<file path="config.mk">
export PLATFORM = sky130hd
export DESIGN_NAME = asp_top
export DESIGN_NICKNAME = d
export VERILOG_FILES = /design/src/asp_pkg.sv /design/src/asp_top.sv
export SDC_FILE = /design/constraint.sdc
export NUM_CORES = 1
export LEC_CHECK = 0
export BUFFER_PORTS_ARGS = -buffer_cell sky130_fd_sc_hd__buf_2
export CAP_MARGIN = 20
export CORE_MARGIN = 1.5
export CORE_UTILIZATION = 30
export DETAILED_ROUTE_END_ITERATION = 10
export PLACE_DENSITY = 0.58
export SLEW_MARGIN = 20
export SYNTH_ARGS = -nofsm -noshare
export SYNTH_HDL_FRONTEND = slang
export SYNTH_SLANG_ARGS = --single-unit
</file>
<file path="constraint.sdc">
create_clock -name clk_i -period 3 [get_ports clk_i]
set_clock_uncertainty 0.2 [all_clocks]
set_input_delay 0.3 -clock clk_i [delete_from_list [all_inputs] [get_ports clk_i]]
set_output_delay 0.3 -clock clk_i [all_outputs]
set_load 0.005 [all_outputs]
</file>
<file path="src/asp_pkg.sv">
`default_nettype none
package asp_pkg;
    // ----------------------------------------------------------------
    // Register map
    // ----------------------------------------------------------------
    localparam int unsigned REG_AW = 3;
    localparam logic [2:0] REG_SERIAL_CONTROL = 3'h0;
    localparam logic [2:0] REG_SERIAL_BUFFER = 3'h1;
    localparam logic [2:0] REG_POWER_CONTROL = 3'h2;
    localparam logic [2:0] REG_SLAVE_ADDR = 3'h3;
    localparam logic [2:0] REG_SLAVE_ADDR_MASK = 3'h4;
    // serial_control fields.
    localparam int unsigned SC_MODE_UPPER = 7;
    localparam int unsigned SC_MODE_LOWER = 6;
    localparam int unsigned SC_MULTIPROC = 5;
    localparam int unsigned SC_RX_ENABLE = 4;
    localparam int unsigned SC_TX_NINTH = 3;
    localparam int unsigned SC_RX_NINTH = 2;
    localparam int unsigned SC_TX_DONE = 1;
    localparam int unsigned SC_RX_DONE = 0;
    // power_control fields.
    localparam int unsigned PC_BAUD_DOUBLE = 7;
    localparam int unsigned PC_FRAME_FLAG_SEL = 6;
    // Reset values.
    localparam logic [7:0] SERIAL_CONTROL_RST = 8'h00;
    localparam logic [7:0] POWER_CONTROL_RST = 8'h00;
    localparam logic [7:0] SLAVE_ADDR_RST = 8'h00;
    localparam logic [7:0] SLAVE_ADDR_MASK_RST = 8'h00;
    localparam logic [7:0] SERIAL_BUFFER_RST = 8'h00;
    // ----------------------------------------------------------------
    // Timing
    // ----------------------------------------------------------------
    localparam logic [3:0] DIV16_LAST = 4'hf;
    localparam logic [3:0] VOTE_FIRST = 4'h7;
    localparam logic [3:0] VOTE_SECOND = 4'h8;
    localparam logic [3:0] VOTE_THIRD = 4'h9;
    localparam logic [3:0] FRAME_BITS_10 = 4'ha;
    localparam logic [3:0] FRAME_BITS_11 = 4'hb;
    // Sixteen-times ticks: every 4 or 2 clocks gives clk/64 or clk/32
    // bit rate; every 2 or 1 overflows gives overflow/32 or /16.
    localparam logic [1:0] PRE_OSC_SLOW = 2'h3;
    localparam logic [1:0] PRE_OSC_FAST = 2'h1;
    localparam logic [1:0] PRE_TMR_SLOW = 2'h1;
    localparam logic [1:0] PRE_TMR_FAST = 2'h0;
    // ----------------------------------------------------------------
    // Types
    // ----------------------------------------------------------------
    typedef enum logic [1:0] {
        MODE_SYNC8 = 2'b00,
        MODE_TMR10 = 2'b01,
        MODE_OSC11 = 2'b10,
        MODE_TMR11 = 2'b11
    } asp_mode_type;
    typedef enum logic {
        RX_HUNT = 1'b0,
        RX_FRAME = 1'b1
    } asp_rx_state_type;
endpackage : asp_pkg
`default_nettype wire

</file>
<file path="src/asp_top.sv">
// Our own choices: the address map and the address-and-strobe port.
`timescale 1ns/10ps
`default_nettype none
module asp_top
    import asp_pkg::*;
(
    input wire logic clk_i,
    input wire logic rst_n_i,
    input wire logic [REG_AW-1:0] reg_addr_i,
    input wire logic [7:0] reg_wdata_i,
    input wire logic reg_wr_i,
    input wire logic reg_rd_i,
    output logic [7:0] reg_rdata_o,
    input wire logic timer_ovf_i,
    input wire logic serial_in_pin_i,
    output logic serial_out_pin_o,
    output logic tx_done_o,
    output logic rx_done_o
);
    // ----------------------------------------------------------------
    // Helpers
    // ----------------------------------------------------------------
    function automatic logic vote3(input logic a, input logic b, input logic c);
        return (a & b) | (a & c) | (b & c);
    endfunction : vote3

    function automatic logic addr_hit(input logic [7:0] rx, input logic [7:0] sa,
                                      input logic [7:0] sm);
        logic [7:0] bc;
        bc = sa | sm;
        return (((rx ^ sa) & sm) == 8'h00) || (((rx ^ bc) & bc) == 8'h00);
    endfunction : addr_hit

    // ----------------------------------------------------------------
    // Registers
    // ----------------------------------------------------------------
    logic mode_upper_q, mode_lower_q, multiproc_q, rx_enable_q;
    logic tx_ninth_q, rx_ninth_q, tx_done_q, rx_done_q, frame_err_q;
    logic baud_double_q, frame_flag_sel_q;
    logic [7:0] slave_addr_q, slave_mask_q, rx_buf_q, tx_data_q;
    logic [7:0] rd_mux;
    logic [7:0] reg_rdata_q;
    logic wr_ctrl, wr_buf, wr_pc;
    asp_mode_type mode;
    logic async_mode, eleven;

    assign wr_ctrl = reg_wr_i && (reg_addr_i == REG_SERIAL_CONTROL);
    assign wr_buf = reg_wr_i && (reg_addr_i == REG_SERIAL_BUFFER);
    assign wr_pc = reg_wr_i && (reg_addr_i == REG_POWER_CONTROL);
    assign mode = asp_mode_type'({mode_upper_q, mode_lower_q});
    assign async_mode = (mode != MODE_SYNC8);
    assign eleven = (mode == MODE_OSC11) || (mode == MODE_TMR11);

    // Events from the receiver and transmitter.
    logic tx_set, rx_load, fe_set;
    logic [7:0] rx_byte;
    logic rx_nb;

    always_ff @(posedge clk_i) begin
        if (!rst_n_i) begin
            {mode_upper_q, mode_lower_q, multiproc_q, rx_enable_q} <= SERIAL_CONTROL_RST[7:4];
            tx_ninth_q <= SERIAL_CONTROL_RST[SC_TX_NINTH];
        end else if (wr_ctrl) begin
            if (!frame_flag_sel_q) begin
                mode_upper_q <= reg_wdata_i[SC_MODE_UPPER];
            end
            mode_lower_q <= reg_wdata_i[SC_MODE_LOWER];
            multiproc_q <= reg_wdata_i[SC_MULTIPROC];
            rx_enable_q <= reg_wdata_i[SC_RX_ENABLE];
            tx_ninth_q <= reg_wdata_i[SC_TX_NINTH];
        end
    end

    // Hardware sets win over a software write in the same cycle.
    always_ff @(posedge clk_i) begin
        if (!rst_n_i) begin
            tx_done_q <= SERIAL_CONTROL_RST[SC_TX_DONE];
            rx_done_q <= SERIAL_CONTROL_RST[SC_RX_DONE];
            rx_ninth_q <= SERIAL_CONTROL_RST[SC_RX_NINTH];
            frame_err_q <= 1'b0;
        end else begin
            if (tx_set) begin
                tx_done_q <= 1'b1;
            end else if (wr_ctrl) begin
                tx_done_q <= reg_wdata_i[SC_TX_DONE];
            end
            if (rx_load) begin
                rx_done_q <= 1'b1;
                rx_ninth_q <= rx_nb;
            end else if (wr_ctrl) begin
                rx_done_q <= reg_wdata_i[SC_RX_DONE];
                rx_ninth_q <= reg_wdata_i[SC_RX_NINTH];
            end
            if (fe_set) begin
                frame_err_q <= 1'b1;
            end else if (wr_ctrl && frame_flag_sel_q) begin
                frame_err_q <= reg_wdata_i[SC_MODE_UPPER];
            end
        end
    end

    always_ff @(posedge clk_i) begin
        if (!rst_n_i) begin
            baud_double_q <= POWER_CONTROL_RST[PC_BAUD_DOUBLE];
            frame_flag_sel_q <= POWER_CONTROL_RST[PC_FRAME_FLAG_SEL];
        end else if (wr_pc) begin
            baud_double_q <= reg_wdata_i[PC_BAUD_DOUBLE];
            frame_flag_sel_q <= reg_wdata_i[PC_FRAME_FLAG_SEL];
        end
    end

    always_ff @(posedge clk_i) begin
        if (!rst_n_i) begin
            slave_addr_q <= SLAVE_ADDR_RST;
            slave_mask_q <= SLAVE_ADDR_MASK_RST;
        end else if (reg_wr_i && (reg_addr_i == REG_SLAVE_ADDR)) begin
            slave_addr_q <= reg_wdata_i;
        end else if (reg_wr_i && (reg_addr_i == REG_SLAVE_ADDR_MASK)) begin
            slave_mask_q <= reg_wdata_i;
        end
    end

    // Two buffers share one address: writes go out, reads come in.
    always_ff @(posedge clk_i) begin
        if (!rst_n_i) begin
            rx_buf_q <= SERIAL_BUFFER_RST;
            tx_data_q <= SERIAL_BUFFER_RST;
        end else begin
            if (rx_load) begin
                rx_buf_q <= rx_byte;
            end
            if (wr_buf) begin
                tx_data_q <= reg_wdata_i;
            end
        end
    end

    always_comb begin
        rd_mux = 8'h00;
        if (reg_addr_i == REG_SERIAL_CONTROL) begin
            rd_mux = {frame_flag_sel_q ? frame_err_q : mode_upper_q,
                      mode_lower_q, multiproc_q, rx_enable_q,
                      tx_ninth_q, rx_ninth_q, tx_done_q, rx_done_q};
        end else if (reg_addr_i == REG_SERIAL_BUFFER) begin
            rd_mux = rx_buf_q;
        end else if (reg_addr_i == REG_POWER_CONTROL) begin
            rd_mux = {baud_double_q, frame_flag_sel_q, 6'h00};
        end else if (reg_addr_i == REG_SLAVE_ADDR) begin
            rd_mux = slave_addr_q;
        end else if (reg_addr_i == REG_SLAVE_ADDR_MASK) begin
            rd_mux = slave_mask_q;
        end
    end

    // Read data stand only in the cycle after the strobe.
    always_ff @(posedge clk_i) begin
        if (!rst_n_i) begin
            reg_rdata_q <= 8'h00;
        end else if (reg_rd_i) begin
            reg_rdata_q <= rd_mux;
        end else begin
            reg_rdata_q <= 8'h00;
        end
    end
    assign reg_rdata_o = reg_rdata_q;

    // ----------------------------------------------------------------
    // Baud tick at sixteen times the bit rate
    // ----------------------------------------------------------------
    logic [1:0] pre_q, pre_lim;
    logic pre_src, tick;
    assign pre_src = (mode == MODE_OSC11) ? 1'b1 : timer_ovf_i;
    always_comb begin
        if (mode == MODE_OSC11) begin
            pre_lim = baud_double_q ? PRE_OSC_FAST : PRE_OSC_SLOW;
        end else begin
            pre_lim = baud_double_q ? PRE_TMR_FAST : PRE_TMR_SLOW;
        end
    end
    assign tick = pre_src && (pre_q >= pre_lim) && async_mode;
    always_ff @(posedge clk_i) begin
        if (!rst_n_i) begin
            pre_q <= 2'h0;
        end else if (tick) begin
            pre_q <= 2'h0;
        end else if (pre_src) begin
            pre_q <= pre_q + 2'h1;
        end
    end

    // ----------------------------------------------------------------
    // Transmitter
    // ----------------------------------------------------------------
    logic [3:0] tx_div_q, tx_left_q;
    logic [9:0] tx_shift_q;
    logic tx_pend_q, tx_line_q, tx_roll, tx_start;
    assign tx_roll = tick && (tx_div_q == DIV16_LAST);
    // A write is held until the next rollover, so the frame is never
    // aligned to the write itself. A write mid-frame waits its turn.
    assign tx_start = tx_roll && tx_pend_q && (tx_left_q == 4'h0);
    assign tx_set = tx_roll && (tx_left_q == 4'h1);

    always_ff @(posedge clk_i) begin
        if (!rst_n_i) begin
            tx_div_q <= 4'h0;
        end else if (tick) begin
            tx_div_q <= tx_div_q + 4'h1;
        end
    end

    always_ff @(posedge clk_i) begin
        if (!rst_n_i) begin
            tx_pend_q <= 1'b0;
        end else if (wr_buf) begin
            tx_pend_q <= 1'b1;
        end else if (tx_start) begin
            tx_pend_q <= 1'b0;
        end
    end

    always_ff @(posedge clk_i) begin
        if (!rst_n_i) begin
            tx_left_q <= 4'h0;
            tx_shift_q <= 10'h3ff;
            tx_line_q <= 1'b1;
        end else if (tx_start) begin
            tx_line_q <= 1'b0;
            tx_left_q <= (eleven ? FRAME_BITS_11 : FRAME_BITS_10) - 4'h1;
            tx_shift_q <= {1'b1, eleven ? tx_ninth_q : 1'b1, tx_data_q};
        end else if (tx_roll && (tx_left_q != 4'h0)) begin
            tx_line_q <= tx_shift_q[0];
            tx_shift_q <= {1'b1, tx_shift_q[9:1]};
            tx_left_q <= tx_left_q - 4'h1;
        end
    end
    assign serial_out_pin_o = tx_line_q;
    assign tx_done_o = tx_done_q;
    assign rx_done_o = rx_done_q;

    // ----------------------------------------------------------------
    // Receiver
    // ----------------------------------------------------------------
    logic in_meta_q, in_sync_q, in_prev_q, fall;
    logic [3:0] rx_div_q, rx_bit_q, rx_last;
    logic [1:0] samp_q;
    logic [8:0] rx_shift_q;
    logic vote_now, v, rx_end;
    asp_rx_state_type rx_st_q;

    always_ff @(posedge clk_i) begin
        if (!rst_n_i) begin
            in_meta_q <= 1'b1;
            in_sync_q <= 1'b1;
        end else begin
            in_meta_q <= serial_in_pin_i;
            in_sync_q <= in_meta_q;
        end
    end

    always_ff @(posedge clk_i) begin
        if (!rst_n_i) begin
            in_prev_q <= 1'b1;
        end else if (tick) begin
            in_prev_q <= in_sync_q;
        end
    end

    assign fall = tick && in_prev_q && !in_sync_q && rx_enable_q;
    assign vote_now = tick && (rx_st_q == RX_FRAME) && (rx_div_q == VOTE_THIRD);
    assign v = vote3(samp_q[1], samp_q[0], in_sync_q);
    assign rx_last = (eleven ? FRAME_BITS_11 : FRAME_BITS_10) - 4'h1;
    assign rx_end = vote_now && (rx_bit_q == rx_last);
    assign rx_byte = eleven ? rx_shift_q[7:0] : rx_shift_q[8:1];
    assign rx_nb = eleven ? rx_shift_q[8] : v;
    assign rx_load = rx_end && !rx_done_q &&
                     (!multiproc_q || (rx_nb &&
                      addr_hit(rx_byte, slave_addr_q, slave_mask_q)));
    assign fe_set = rx_end && !v;

    always_ff @(posedge clk_i) begin
        if (!rst_n_i) begin
            rx_div_q <= 4'h0;
        end else if ((rx_st_q == RX_HUNT) && fall) begin
            rx_div_q <= 4'h0;
        end else if (tick) begin
            rx_div_q <= rx_div_q + 4'h1;
        end
    end

    always_ff @(posedge clk_i) begin
        if (!rst_n_i) begin
            samp_q <= 2'b11;
        end else if (tick && ((rx_div_q == VOTE_FIRST) || (rx_div_q == VOTE_SECOND))) begin
            samp_q <= {samp_q[0], in_sync_q};
        end
    end

    always_ff @(posedge clk_i) begin
        if (!rst_n_i) begin
            rx_st_q <= RX_HUNT;
            rx_bit_q <= 4'h0;
            rx_shift_q <= 9'h000;
        end else begin
            case (rx_st_q)
                RX_HUNT: begin
                    if (fall && async_mode) begin
                        rx_st_q <= RX_FRAME;
                        rx_bit_q <= 4'h0;
                    end
                end
                RX_FRAME: begin
                    if (vote_now) begin
                        if ((rx_bit_q == 4'h0) && v) begin
                            rx_st_q <= RX_HUNT;
                        end else if (rx_bit_q == rx_last) begin
                            rx_st_q <= RX_HUNT;
                        end else begin
                            if (rx_bit_q != 4'h0) begin
                                rx_shift_q <= {v, rx_shift_q[8:1]};
                            end
                            rx_bit_q <= rx_bit_q + 4'h1;
                        end
                    end
                end
                default: begin
                    rx_st_q <= RX_HUNT;
                end
            endcase
        end
    end
endmodule : asp_top
`default_nettype wire

</file>
==> summary.txt <==
Job
  • Max_cap viols: 0

GRT
  • Largest net degree at the start of global routing: 42
  • Initial antenna violation count: 0
  • Total grt overflow: 0
  • Overall routing resource usage: between 10 and 15%
  • Vias in the first global route: between 3k and 4k
  • First-pass GRT wire length: between 15000 and 20000 µm

STA
  • Fmax: between 0.3 and 0.4 GHz
  • RSZ-0062 raised after global routing: no
  • Final Hold Viols: 0
  • TNS Setup: 0 ps
  • Min cycle time layout: roughly 2700 ps
  • Hold_ws: about 53 ps
  • Final Cycle Share: approximately 91%
  • Worst Tran Pin Value: roughly 700 ps
  • Final setup fails: 0
  • Final Slew Violations: 0
  • Slew headroom: between 50% and 60%

Critical path
  • Critical Path Sink: rx_buf_q[0]$_SDFFE_PN0P_
  • Internal reg-to-reg setup slack: approximately 260 ps
  • Crit path cell chain: and2b_2, nand2b_1, ha_1, a21oi_1, or2_1, or4_4, o41ai_1, a21oi_1
  • CP max stage delay: 590 ps
  • Worst Setup End Kind: flop
  • CP Class: flop to flop
  • Crit Path Max Fanout: 9
  • Setup crit start: mode_lower_q$_SDFFE_PN0P_
  • CP required: 3020 ps
  • Critical Path AT: roughly 2800 ps
  • CP max stage cell: or4_4
  • Worst reg2reg path startpoint: mode_lower_q$_SDFFE_PN0P_
  • Most used cell, CP: a21oi_1
  • Reg2Reg Depth: 8
  • CP Depth: 8
  • Critical path's top delay family: simple AND/OR/NAND/NOR gates
  • Reg-to-Reg End: rx_buf_q[0]$_SDFFE_PN0P_
  • Buffers plus inverters on the worst setup path: 0
  • CP startpoint kind: flop

Power
  • Peak supply drop: around 270 µV
  • Power Dens Cells: about 500 nW/µm²
  • Leak pwr: 2.054 nW

Yosys
  • Ys Warns: 0
  • Netlist Area Pre-Place: approximately 4600 µm²
  • Synthesized net count: 549
  • Cell taking the most area after synthesis: dfxtp_1
  • Top FF cell, synth: dfxtp_1
  • EDFF count, synth: 0
  • Share of flip-flops with an asynchronous set or reset: 0%
  • Sequential share of the synthesized area: about two fifths
  • Cell variety after synth: 53
  • Synth cell count leaders: 95 x dfxtp_1, 71 x nand2_1, 35 x mux2i_1, 35 x nor2_1, 32 x a21oi_1
  • Yosys top cell area share: 41.44%
  • Synth Register Bits: between 90 and 100
  • Post-synthesis average cell area: roughly 8.8 µm²
  • Synth top area cells: dfxtp_1 41%, mux2i_1 7.6%, nand2_1 5.8%
  • Syn Inst Count: 522
  • Most instantiated library cell after synthesis: dfxtp_1

Route
  • Antenna viol nets, final: 0
  • Drt pass-1 iters: 4
  • Avg WL per Cell: roughly 15 µm
  • Vias post-DR: between 3k and 4k
  • # DRC: 0
  • Vias/cell: roughly 5.0
  • Total Wirelength: 11080 µm
  • Initial DRC Count: between 300 and 400

Clock tree
  • Clock latency at the later pin of the worst-skew pair: between 300 and 400 ps
  • CTS root buf: clkbuf_16
  • Clk sinks: 95
  • Worst-path clk slew: about 60 ps
  • Post-CTS sizing: 0
  • Clk buf depth: 2
  • TritonCTS Buffers: 9
  • H-tree depth: 3
  • CTS tree: yes

Min path
  • Worst hold path type: input pin to flop

Floorplan
  • Core area: approximately 15000 µm²
  • Ports: 28
  • Die X: ~130 µm
  • Initial Utilization: a little under a third
  • Die area: approximately 16000 µm²
  • FP Rows: 45
  • Chip Height: roughly 130 µm

Place
  • Inst Count DP: slightly above 700
  • I/O Buffers: 27
  • DP HPWL: 8046 µm
  • Placer's final routability congestion estimate: about 0.89

Finish
  • Area growth from synthesis to layout: 14.53%
  • Nets: approximately 580
  • # diodes: 0
  • Share of layout cells above drive strength 1: between 10% and 20%
  • Layout Cells excl Fill: between 700 and 800

Outcome
  • Status: finished clean
[final cells by class]
| cell class | instances | area [µm²] |
|---|---|---|
| repair buffers | 41 | 242.7 |
| fillers | 1583 | 9833 |
| flip-flops and latches | 95 | 1902 |
| clock inverters | 3 | 42.54 |
| clock buffers | 12 | 256.5 |
| multi-input cells | 381 | 2502 |
| inverters | 20 | 75.07 |
| well taps | 188 | 235.2 |
[worst min-delay path, stage by stage]
cell and delay (ps):
buf_2 130, nand2_1 60, a21boi_0 60
[registers in the layout (all words and copies together) (netlist names), 2 cells and up]
name / flops
rx_shift_q: 9
tx_shift_q: 9
reg_rdata_o: 8
rx_buf_q: 8
slave_addr_q: 8
slave_mask_q: 8
tx_data_q: 8
rx_bit_q: 4
rx_div_q: 4
tx_div_q: 4
tx_left_q: 4
pre_q: 2
samp_q: 2
[power breakdown]
| group | switching, mW | internal (mW) | leakage [nW] |
|---|---|---|---|
| combinational | 0.0951 | 0.0611 | 1.14 |
| sequential | 0.0155 | 1.28 | 0.768 |
| clock | 0.483 | 0.686 | 0.145 |
| total | 0.594 | 2.03 | 2.05 |
[how the worst min path moves through the flow]
stage | startpoint | to | slack, ps | cells after the start
2_1_floorplan | in_meta_q$_SDFF_PN1_ | in_sync_q$_SDFF_PN1_ | 190 | 1
3_3_place_gp | in_meta_q$_SDFF_PN1_ | in_sync_q$_SDFF_PN1_ | 200 | 1
3_5_place_dp | in_meta_q$_SDFF_PN1_ | in_sync_q$_SDFF_PN1_ | 200 | 1
4_1_cts | reg_wdata_i[4] | slave_addr_q[4]$_SDFFE_PN0P_ | 30 | 3
5_1_grt | reg_wdata_i[3] | slave_addr_q[3]$_SDFFE_PN0P_ | 60 | 3
6_report | reg_wdata_i[5] | tx_data_q[5]$_SDFFE_PN0P_ | 50 | 3
[cells by family (layout without fill, tap and decap cells)]
logic type | Yosys count | in the layout | share of synthesized area, %
and+or+nand+nor | 202 | 202 | 21.65
muxes | 43 | 43 | 9.924
adders and majority gates | 11 | 11 | 2.944
AOI/OAI and AO/OA | 108 | 108 | 16.49
xor gates and xnor gates | 17 | 17 | 3.244
buffers and inverters | 46 | 76 | 4.307
DFF | 95 | 95 | 41.44
[cells in the final DEF (no fill, tap or decap), types with 10 or more instances in the layout]
cell	instances
buf_4	13
nor2b_1	26
nand2_1	71
mux2i_1	35
a21oi_1	32
ha_1	10
xor2_1	13
nor2_1	35
buf_2	27
nor3_1	10
dfxtp_1	95
inv_1	20
nand3_1	24
a21boi_0	27
[routing by layer]
metal | wire (µm) | share of wire (%) | vias to the layer above | track usage, %
met4 | 146 | 1.3 | 0 | 5.013
met2 | 5061 | 46 | 60 | 22.95
li1 | - | - | 1859 | -
met1 | 5390 | 49 | 1767 | 19.03
met3 | 481 | 4.3 | 11 | 3.712
met5 | 0 | 0 | - | 0
[repair_timing]
item	CTS	global route
hold buffers	1	0
buffers inserted	0	0
hold endpoints to repair	1	0
[metrics by stage]
stage / power, mW / util (%) / area, µm² / setup WS, ps
2_1_floorplan: 1.419 / - / 4589 / 133.4
3_3_place_gp: 1.474 / 32.79 / 4947 / 336.2
3_5_place_dp: 1.476 / 32.79 / 4947 / 274.3
4_1_cts: 2.647 / 34.83 / 5256 / 250.6
5_1_grt: 2.720 / 34.83 / 5256 / 40.97
6_report: 2.619 / 34.83 / 5256 / 263.3
(Power assumes the default switching activity.)
